<file path="config.mk">
export PLATFORM = sky130hd
export DESIGN_NAME = tpc_regs
export DESIGN_NICKNAME = d
export VERILOG_FILES = /design/src/tpc_pkg.sv /design/src/tpc_prbs.sv /design/src/tpc_probe_mux.sv /design/src/tpc_regs.sv
export SDC_FILE = /design/constraint.sdc
export NUM_CORES = 1
export LEC_CHECK = 0
export BUFFER_PORTS_ARGS = -buffer_cell sky130_fd_sc_hd__buf_2
export CAP_MARGIN = 25
export CORE_MARGIN = 2
export CORE_UTILIZATION = 40
export CTS_BUF_LIST = sky130_fd_sc_hd__clkbuf_2 sky130_fd_sc_hd__clkbuf_4 sky130_fd_sc_hd__clkbuf_8
export DETAILED_ROUTE_END_ITERATION = 8
export PLACE_DENSITY_LB_ADDON = 0.15
export SYNTH_ARGS = -nofsm -noshare
export SYNTH_HDL_FRONTEND = slang
export SYNTH_SLANG_ARGS = --single-unit
</file>
<file path="constraint.sdc">
create_clock -name mclk -period 3.3 [get_ports mclk]
set_input_delay 0.66 -clock mclk [delete_from_list [all_inputs] [get_ports mclk]]
set_output_delay 0.66 -clock mclk [all_outputs]
set_load 0.03 [all_outputs]
</file>
<file path="src/tpc_pkg.sv">
/*
  tpc_pkg: offsets, field positions, reset values and enumerations for the
  test and page configuration register bank.
  assumes: 8-bit registers on a plain strobe port, 6-bit register address.
*/
package tpc_pkg;

  localparam int unsigned TPC_AW = 6;
  localparam int unsigned TPC_DW = 8;
  localparam int unsigned TPC_PW = 7;

  localparam logic [5:0] TPC_OFS_PAGE  = 6'h30;
  localparam logic [5:0] TPC_OFS_SEL1  = 6'h31;
  localparam logic [5:0] TPC_OFS_SEL2  = 6'h32;
  localparam logic [5:0] TPC_OFS_PINEN = 6'h33;

  localparam logic [7:0] TPC_RST_PAGE  = 8'h00;
  localparam logic [7:0] TPC_RST_SEL1  = 8'h00;
  localparam logic [7:0] TPC_RST_SEL2  = 8'h00;
  localparam logic [7:0] TPC_RST_PINEN = 8'h80;

  // page register fields
  localparam int unsigned TPC_PG_OVR   = 7;
  localparam int unsigned TPC_PG_NUM_H = 1;
  localparam int unsigned TPC_PG_NUM_L = 0;
  localparam logic [7:0]  TPC_PG_MASK  = 8'h83;

  // probe and secure clock fields
  localparam int unsigned TPC_S1_CLK_H = 5;
  localparam int unsigned TPC_S1_CLK_L = 4;
  localparam int unsigned TPC_S1_D1    = 3;
  localparam int unsigned TPC_S1_BIT_H = 2;
  localparam int unsigned TPC_S1_BIT_L = 0;

  // probe group and sequence fields
  localparam int unsigned TPC_S2_REORD = 7;
  localparam int unsigned TPC_S2_PN9   = 6;
  localparam int unsigned TPC_S2_PN15  = 5;
  localparam int unsigned TPC_S2_GRP_H = 4;
  localparam int unsigned TPC_S2_GRP_L = 0;

  // driver enable fields
  localparam int unsigned TPC_PE_SIDE  = 7;
  localparam int unsigned TPC_PE_DRV_H = 6;
  localparam int unsigned TPC_PE_DRV_L = 0;

  localparam logic [6:0] TPC_SPI_PINS  = 7'h1F;
  localparam int unsigned TPC_D1       = 1;

  // pseudo-random generators: x^9+x^5+1 and x^15+x^14+1
  localparam int unsigned TPC_PN9_TAP  = 4;
  localparam int unsigned TPC_PN15_TAP = 13;
  localparam logic [8:0]  TPC_PN9_SEED  = 9'h1FF;
  localparam logic [14:0] TPC_PN15_SEED = 15'h7FFF;

  typedef enum logic [1:0]
  {
    TPC_CLK_OFF,
    TPC_CLK_OSC,
    TPC_CLK_UART,
    TPC_CLK_RF
  } tpc_clk_src_e;

  typedef enum logic [1:0]
  {
    TPC_HIF_PARALLEL,
    TPC_HIF_SPI,
    TPC_HIF_UART,
    TPC_HIF_I2C
  } tpc_hif_e;

  typedef enum logic [1:0]
  {
    TPC_SEQ_IDLE,
    TPC_SEQ_ARMED,
    TPC_SEQ_SEND
  } tpc_seq_e;

endpackage : tpc_pkg

</file>
<file path="src/tpc_prbs.sv">
/*
  tpc_prbs: nine and fifteen bit pseudo-random generators.
  assumes: advance is a one-cycle bit-rate enable from the transmitter.
*/
`timescale 1ns/10ps
`default_nettype none
module tpc_prbs
  import tpc_pkg::*;
(
  input  wire logic mclk,
  input  wire logic reset,
  input  wire logic restart,
  input  wire logic advance,
  input  wire logic use_fifteen,
  output logic      seq_bit
);

  typedef struct packed
  {
    logic [8:0]  pn9;
    logic [14:0] pn15;
    logic        out;
  } tpc_prbs_s;

  tpc_prbs_s state_reg;
  tpc_prbs_s state_next;

  always_comb
  begin
    state_next = state_reg;
    if (restart)
    begin
      state_next.pn9  = TPC_PN9_SEED;
      state_next.pn15 = TPC_PN15_SEED;
      state_next.out  = 1'b0;
    end
    else if (advance)
    begin
      state_next.pn9  = {state_reg.pn9[7:0],
                         state_reg.pn9[8] ^ state_reg.pn9[TPC_PN9_TAP]};
      state_next.pn15 = {state_reg.pn15[13:0],
                         state_reg.pn15[14] ^
                         state_reg.pn15[TPC_PN15_TAP]};
      state_next.out  = use_fifteen ? state_reg.pn15[14]
                                    : state_reg.pn9[8];
    end
  end

  always_ff @(posedge mclk or posedge reset)
  begin
    if (reset)
      state_reg <= '{pn9: TPC_PN9_SEED, pn15: TPC_PN15_SEED, out: 1'b0};
    else
      state_reg <= state_next;
  end

  assign seq_bit = state_reg.out;

endmodule : tpc_prbs
`default_nettype wire

</file>
<file path="src/tpc_probe_mux.sv">
/*
  tpc_probe_mux: picks a test bus group, a probe bit and the reordered
  port image.
  assumes: test groups arrive flattened, eight bits each; combinational.
*/
`timescale 1ns/10ps
`default_nettype none
module tpc_probe_mux
  import tpc_pkg::*;
#(
  parameter int unsigned GROUPS = 32
)
(
  input  wire logic [GROUPS*8-1:0] test_groups,
  input  wire logic [4:0]          group_choice,
  input  wire logic [2:0]          bit_choice,
  input  wire logic                reorder,
  output logic [7:0]               group_value,
  output logic                     probe_bit,
  output logic [6:0]               port_image
);

  if (GROUPS < 1 || GROUPS > 32)
  begin : g_groups_bad
    $error("tpc_probe_mux: GROUPS must be 1..32");
  end

  always_comb
  begin
    group_value = 8'h00;
    if (32'(group_choice) < GROUPS)
      group_value = test_groups[group_choice*8 +: 8];
    probe_bit = group_value[bit_choice];
    if (reorder)
      // bus bits 6..0 land on D4,D3,D2,D6,D5,D0,D1
      port_image = {group_value[3], group_value[2], group_value[6],
                    group_value[5], group_value[4], group_value[0],
                    group_value[1]};
    else
      port_image = group_value[6:0];
  end

endmodule : tpc_probe_mux
`default_nettype wire

</file>
<file path="src/tpc_regs.sv">
/*
  tpc_regs: test, page override and port driver configuration bank.
  assumes: one 10 MHz clock, host interface type given by the host
  interface detector, send command pulse from the command decoder.
*/
// Operation
// - override set: page number supplies address bits A5 and A4
// - override clear: latched address alone forms the register address
// - page number is ignored unless override is set
// - secure clock source 00 off, 01 oscillator, 10 UART, 11 RF
// - secure-clock-on-D1 drives the selected secure clock onto D1; the code does so only with a serial host interface
// - probe bit choice picks the test bus bit sent to the probe pin
// - reorder maps test bus onto port as D4,D3,D2,D6,D5,D0,D1
// - bit 6 enables and starts the nine bit pseudo-random sequence
// - bit 5 enables and starts the fifteen bit pseudo-random sequence; the code runs the nine bit one instead when bit 6 is also set
// - sequence is transmitted only after the send command
// - probe group choice selects the observed test bus group
// - side-line enable clear disables both UART side lines
// - driver enable bit n enables output driver of pin Dn
// - driver enables act only with a serial host interface
// - SPI, or UART with side lines, leaves only D0 to D4 usable
// - driver enable register resets to 80h
// - secure-clock-on-D1 removes D1 from general pin use
`timescale 1ns/10ps
`default_nettype none
module tpc_regs
  import tpc_pkg::*;
#(
  parameter int unsigned GROUPS = 32
)
(
  input  wire logic                mclk,
  input  wire logic                reset,
  input  wire logic [5:0]          reg_addr,
  input  wire logic [7:0]          reg_wdata,
  input  wire logic                reg_wr,
  input  wire logic                reg_rd,
  output logic [7:0]               reg_rdata,
  input  wire logic [5:0]          latch_addr,
  input  wire logic [3:0]          pin_addr,
  output logic [5:0]               eff_addr,
  input  wire logic [1:0]          host_if,
  input  wire logic                clk_osc,
  input  wire logic                clk_uart,
  input  wire logic                clk_rf,
  output logic                     secure_clock,
  input  wire logic [GROUPS*8-1:0] test_groups,
  output logic                     probe_output_pin,
  output logic [7:0]               test_bus_value,
  input  wire logic                send_cmd,
  input  wire logic                tx_bit_en,
  input  wire logic                tx_stop,
  output logic                     tx_seq_active,
  output logic                     tx_seq_bit,
  input  wire logic [6:0]          port_value,
  input  wire logic                port_general_io_enable,
  output logic [6:0]               port_out,
  output logic [6:0]               port_oe,
  output logic                     uart_side_line_a,
  output logic                     uart_side_line_b,
  input  wire logic                side_a_value,
  input  wire logic                side_b_value
);

  // the five-bit group choice cannot reach past 32 groups
  if (GROUPS < 1 || GROUPS > 32)
  begin : g_groups_bad
    $error("tpc_regs: GROUPS must be 1..32");
  end

  typedef struct packed
  {
    logic [7:0]  page;
    logic [7:0]  sel1;
    logic [7:0]  sel2;
    logic [7:0]  pinen;
    logic [7:0]  rdata;
    logic [5:0]  eaddr;
    logic        sclk;
    logic        probe;
    logic [7:0]  tbus;
    tpc_seq_e    seq;
    logic        act;
    logic        sbit;
    logic [6:0]  pout;
    logic [6:0]  poe;
    logic        side_a;
    logic        side_b;
  } tpc_regs_s;

  tpc_regs_s st_reg;
  tpc_regs_s st_next;

  logic [7:0] grp_value;
  logic       probe_bit;
  logic [6:0] port_image;
  logic       seq_bit;
  logic       seq_restart;

  function automatic logic [7:0] read_mux(input tpc_regs_s s,
                                          input logic [5:0] a);
    begin
      case (a)
        TPC_OFS_PAGE:  read_mux = s.page & TPC_PG_MASK;
        TPC_OFS_SEL1:  read_mux = s.sel1;
        TPC_OFS_SEL2:  read_mux = s.sel2;
        TPC_OFS_PINEN: read_mux = s.pinen;
        default:       read_mux = 8'h00;
      endcase
    end
  endfunction : read_mux

  tpc_probe_mux #(.GROUPS(GROUPS)) u_mux
  (
    .test_groups  (test_groups),
    .group_choice (st_reg.sel2[TPC_S2_GRP_H:TPC_S2_GRP_L]),
    .bit_choice   (st_reg.sel1[TPC_S1_BIT_H:TPC_S1_BIT_L]),
    .reorder      (st_reg.sel2[TPC_S2_REORD]),
    .group_value  (grp_value),
    .probe_bit    (probe_bit),
    .port_image   (port_image)
  );

  // generator reseeds whenever no sequence mode is selected
  assign seq_restart = !(st_reg.sel2[TPC_S2_PN9] ||
                         st_reg.sel2[TPC_S2_PN15]);

  tpc_prbs u_prbs
  (
    .mclk        (mclk),
    .reset       (reset),
    .restart     (seq_restart),
    .advance     (st_reg.seq == TPC_SEQ_SEND && tx_bit_en),
    .use_fifteen (st_reg.sel2[TPC_S2_PN15] && !st_reg.sel2[TPC_S2_PN9]),
    .seq_bit     (seq_bit)
  );

  always_comb
  begin
    logic       serial_if;
    logic       d1_clock;
    logic [6:0] usable;
    logic       clk_sel;
    serial_if = 1'b0;
    d1_clock  = 1'b0;
    usable    = '1;
    clk_sel   = 1'b0;
    st_next   = st_reg;

    if (reg_wr)
    begin
      case (reg_addr)
        TPC_OFS_PAGE:  st_next.page  = reg_wdata & TPC_PG_MASK;
        TPC_OFS_SEL1:  st_next.sel1  = reg_wdata;
        TPC_OFS_SEL2:  st_next.sel2  = reg_wdata;
        TPC_OFS_PINEN: st_next.pinen = reg_wdata;
        default:       st_next.pinen = st_reg.pinen;
      endcase
    end
    st_next.rdata = reg_rd ? read_mux(st_reg, reg_addr) : 8'h00;

    // page override replaces the top two address bits; with a parallel host the low four come from pin_addr
    if (st_reg.page[TPC_PG_OVR])
      st_next.eaddr = {st_reg.page[TPC_PG_NUM_H:TPC_PG_NUM_L],
                       (host_if == TPC_HIF_PARALLEL) ? pin_addr
                                                     : latch_addr[3:0]};
    else
      st_next.eaddr = latch_addr;

    // clocks sampled as levels; a real part uses a glitch-free clock mux
    case (tpc_clk_src_e'(st_reg.sel1[TPC_S1_CLK_H:TPC_S1_CLK_L]))
      TPC_CLK_OFF:  clk_sel = 1'b0;
      TPC_CLK_OSC:  clk_sel = clk_osc;
      TPC_CLK_UART: clk_sel = clk_uart;
      TPC_CLK_RF:   clk_sel = clk_rf;
      default:      clk_sel = 1'b0;
    endcase
    st_next.sclk  = clk_sel;
    st_next.probe = probe_bit;
    st_next.tbus  = grp_value;

    // sequence waits in armed until the send command
    case (st_reg.seq)
      TPC_SEQ_IDLE:
        if (!seq_restart)
          st_next.seq = TPC_SEQ_ARMED;
      TPC_SEQ_ARMED:
        if (seq_restart)
          st_next.seq = TPC_SEQ_IDLE;
        else if (send_cmd)
          st_next.seq = TPC_SEQ_SEND;
      TPC_SEQ_SEND:
        if (seq_restart)
          st_next.seq = TPC_SEQ_IDLE;
        else if (tx_stop)
          st_next.seq = TPC_SEQ_ARMED;
      default:
        st_next.seq = TPC_SEQ_IDLE;
    endcase
    // flag kept in its own flop so the port comes straight from a register
    st_next.act  = (st_next.seq == TPC_SEQ_SEND);
    st_next.sbit = (st_reg.seq == TPC_SEQ_SEND) ? seq_bit : 1'b0;

    serial_if = (host_if != TPC_HIF_PARALLEL);
    // the parallel interface case is left to the host
    d1_clock  = st_reg.sel1[TPC_S1_D1] && serial_if;
    if (host_if == TPC_HIF_SPI ||
        (host_if == TPC_HIF_UART && st_reg.pinen[TPC_PE_SIDE]))
      usable = TPC_SPI_PINS;

    st_next.poe  = '0;
    st_next.pout = port_image;
    if (serial_if)
    begin
      st_next.poe  = st_reg.pinen[TPC_PE_DRV_H:TPC_PE_DRV_L]
                     & usable;
      if (port_general_io_enable)
        st_next.pout = port_value;
    end
    if (d1_clock)
    begin
      st_next.poe[TPC_D1]  = 1'b1;
      st_next.pout[TPC_D1] = clk_sel;
    end

    st_next.side_a = st_reg.pinen[TPC_PE_SIDE] && side_a_value;
    st_next.side_b = st_reg.pinen[TPC_PE_SIDE] && side_b_value;
  end

  always_ff @(posedge mclk or posedge reset)
  begin
    if (reset)
    begin
      st_reg       <= '0;
      st_reg.page  <= TPC_RST_PAGE;
      st_reg.sel1  <= TPC_RST_SEL1;
      st_reg.sel2  <= TPC_RST_SEL2;
      st_reg.pinen <= TPC_RST_PINEN;
      st_reg.seq   <= TPC_SEQ_IDLE;
    end
    else
      st_reg <= st_next;
  end

  assign reg_rdata        = st_reg.rdata;
  assign eff_addr         = st_reg.eaddr;
  assign secure_clock     = st_reg.sclk;
  assign probe_output_pin = st_reg.probe;
  assign test_bus_value   = st_reg.tbus;
  assign tx_seq_active    = st_reg.act;
  assign tx_seq_bit       = st_reg.sbit;
  assign port_out         = st_reg.pout;
  assign port_oe          = st_reg.poe;
  assign uart_side_line_a = st_reg.side_a;
  assign uart_side_line_b = st_reg.side_b;

endmodule : tpc_regs
`default_nettype wire

</file>
==> results.toml <==
[critical_path]
worstSetupPathDepth = 7
rr_worst_depth = 7
timing.rr.end = "probe_output_pin"
r2r-start = "st_reg[53]"
slowest_delay_ns = 0.90
worstSetupPathType = "flip-flop to flip-flop"
cp-end-kind = "flip-flop"
arrival_ns = 3.06
cp.required_ns = 3.56
slowest_stage = "sky130_fd_sc_hd__dfrtp_4"
type_of_origin_of_the_critical_path = "flip-flop"
crit_family = "flip-flops"
reg2reg_slack_ns = 0.50
path_buf_inv = 1
path_cells = "buf_4 -> mux4_2 -> a22o_1 -> a41oi_1 -> nand3_1 -> o2111ai_1 -> nor3_1"
path_max_fanout = 41

[die]
core_mm2 = 0.0160
floorplan.io_pins = 344
die_height_um = 132
dieWidth_um = 132
core.rowCount = 46
design.die.area_mm2 = 0.0175
floorplan.initialDensity = 0.413

[logic_synthesis]
synth_adder_area_share = 0
yosys.area_share.simple = 0.126
top_area_cell_type_share_of_the_netlist_area = 0.269
yosysTopAreaCell = "sky130_fd_sc_hd__dfrtp_1"
post_synth_xor_area_fraction = 0.00265
postSynthNetCount = 891
synth_common_cells = "72 x sky130_fd_sc_hd__nand2_1, 71 x sky130_fd_sc_hd__dfrtp_1, 58 x sky130_fd_sc_hd__mux4_2"
synth-compound-area-share = 0.0877
netlist_instances = 589
largest_cells_by_area_after_synthesis = "sky130_fd_sc_hd__dfrtp_1 27%, sky130_fd_sc_hd__mux4_2 20%, sky130_fd_sc_hd__dfstp_2 9.9%, sky130_fd_sc_hd__mux2_2 8.0%, sky130_fd_sc_hd__mux2i_1 5.6%"
ys.warnings.count = 0
synth_enable_flop_cells = 0
unique_cell_type_count_in_the_yosys_netlist = 59
postSynthAreaPerCell_um2 = 11.2
yosys-mux-area-fraction = 0.334
synthesis.area_mm2 = 0.00660
synth.yosys.seq_area_share = 0.369
dominant_combinational_cell_family_by_area_after_synthesis = "multiplexers"
asyncSetResetFlopFracSynth = 1.00
yosysMostFrequentCell = "sky130_fd_sc_hd__nand2_1"
synth-seq-cells = 96
synth_ff_type = "sky130_fd_sc_hd__dfrtp_1"

[routing]
num_vias = 6152
wl_per_cell_um = 24.1
detail_route.iter0.violations = 462
routed_wirelength_mm = 26.7
avgViaCountPerCell = 5.55
drt-pass1-iter-count = 5
detail-route-antenna-nets = 0
detail_route.drc_violations = 0

[placement]
dpl_worst_slack_ns = 0.503
buffer_ports.inserted = 343
gpl.final_weighted_congestion = 0.981
hpwlAfterDp_mm = 22.2

[cells_and_area]
largest_register_ffs = 29
fill_cells = 1498
layout.core_utilization = 0.528
syn_to_final_growth_pct = 28.0
multiInputGateArea_mm2 = 0.00363
post_route_cells_drive_above_1_share = 0.576
final_net_count = 1181
combined_flip_flop_and_latch_cell_area_mm2 = 0.00244

[sta]
worst_hold_slack_ns = 0.322
post-route-period-util = 0.848
period_needed_ns = 2.80
unrepaired_setup_endpoints_after_global_routing = "false"
final.setup.tns_ns = 0
report.final.setup_viol = 0
final-max-slew-violation-count = 0
achievable-frequency_mhz = 357
fin_skew_ns = 0.00988
tightest_slew_ns = 0.852
headroom_to_the_max_slew_limit = 0.432
finalWorstSetupSlack_ns = 0.502
timing.final.hold_violations = 0

[power_and_ir_drop]
power.total_w = 0.00379
cellLeakagePower_nw = 4.03
p_per_area_mw_per_mm2 = 448
vdd_ir_drop_max_v = 0.000306

[global_routing]
initial_antenna_violation_count = 11
grt_max_degree = 43
grt_pass1_wl_mm = 39.1
gr-usage-all-layers = 0.302
globalRoute.totalOverflow = 0
via_count_of_the_first_global_routing_pass = 6270

[clocking]
cts_buffers = 9
post-cts-setup-buffers = 0
cts.sink_count = 96
worstSkewPairLatency_ns = 0.38
clockRootBuffer = "sky130_fd_sc_hd__clkbuf_8"
cts_hold_buf = 0
post_cts_resize_count = 0
clk_pin_slew_worst_paths_ns = 0.10
ctsLongestPathBuffers = 2
cts.htree.levels = 3
cts_tree = "done"

[hold_path]
min_path_type = "input pin to asynchronous set/reset pin"

[outcome]
run_status = "finished, final reports clean"

[flow_run]
maxCapViolations = 0
-- cells by family after synthesis --
| kind of cell | Yosys count |
|---|---|
| simple gates | 180 |
| mux | 142 |
| flops | 96 |
| buf+inv | 90 |
| compound gates | 79 |
| xor+xnor | 2 |
-- how the worst max path moves through the flow --
stage | startpoint | to | slack [ns]
final | st_reg[53] | probe_output_pin | 0.50
after global routing | st_reg[53] | port_out[3] | 0.35
after CTS | st_reg[53] | port_out[3] | 0.48
after detailed placement | st_reg[53] | port_out[3] | 0.50
after global placement | st_reg[53] | port_out[3] | 0.57
after floorplan | reset | eff_addr[0] | 0.18
-- placed cells by master, fill, tap and decap left out, types with 11 or more instances in the layout --
cell and count:
sky130_fd_sc_hd__nor2b_1 11, sky130_fd_sc_hd__a22oi_1 11, sky130_fd_sc_hd__mux2i_1 37, sky130_fd_sc_hd__nor2_1 32
sky130_fd_sc_hd__nand2_1 72, sky130_fd_sc_hd__a21oi_1 11, sky130_fd_sc_hd__mux2_2 47, sky130_fd_sc_hd__dfstp_2 25
sky130_fd_sc_hd__buf_4 13, sky130_fd_sc_hd__mux4_2 58, sky130_fd_sc_hd__nand3_1 32, sky130_fd_sc_hd__buf_2 343
sky130_fd_sc_hd__dfrtp_1 69
-- power by group --
group | internal (W) | switching (W)
clock | 0.000314 | 0.000455
combinational | 0.000693 | 0.000816
sequential | 0.00132 | 0.000187
-- final cells by class --
class / instances / area share
Tap cell: 216 / 0.0320
Antenna cell: 9 / 0.00267
Multi-Input combinational cell: 403 / 0.430
Sequential cell: 96 / 0.289
Clock buffer: 10 / 0.0163
Timing Repair Buffer: 357 / 0.217
Clock inverter: 6 / 0.00740
Inverter: 12 / 0.00563
-- worst register-to-register path: cells and delay by family (launching register included) --
family	cells	cell delay, ns
DFF	1	0.90
buffers and inverters	1	0.39
muxes	1	0.34
AOI/OAI and AO/OA	3	0.74
and+or+nand+nor	2	0.32
-- stage by stage --
step	area (µm²)	instances
after floorplan	6600	589
after global routing	8450	1108
after detailed placement	8230	1084
after global placement	8230	1084
final	8450	1109
after CTS	8430	1100
-- layer usage --
layer	up-vias	routed length, µm	track usage
met2	323	13300	0.498
met4	0	351	0.0806
met1	3047	11100	0.402
met5	-	0	0
li1	2762	-	-
met3	20	2010	0.0690
No activity file was read; power rests on OpenSTA's default activity.
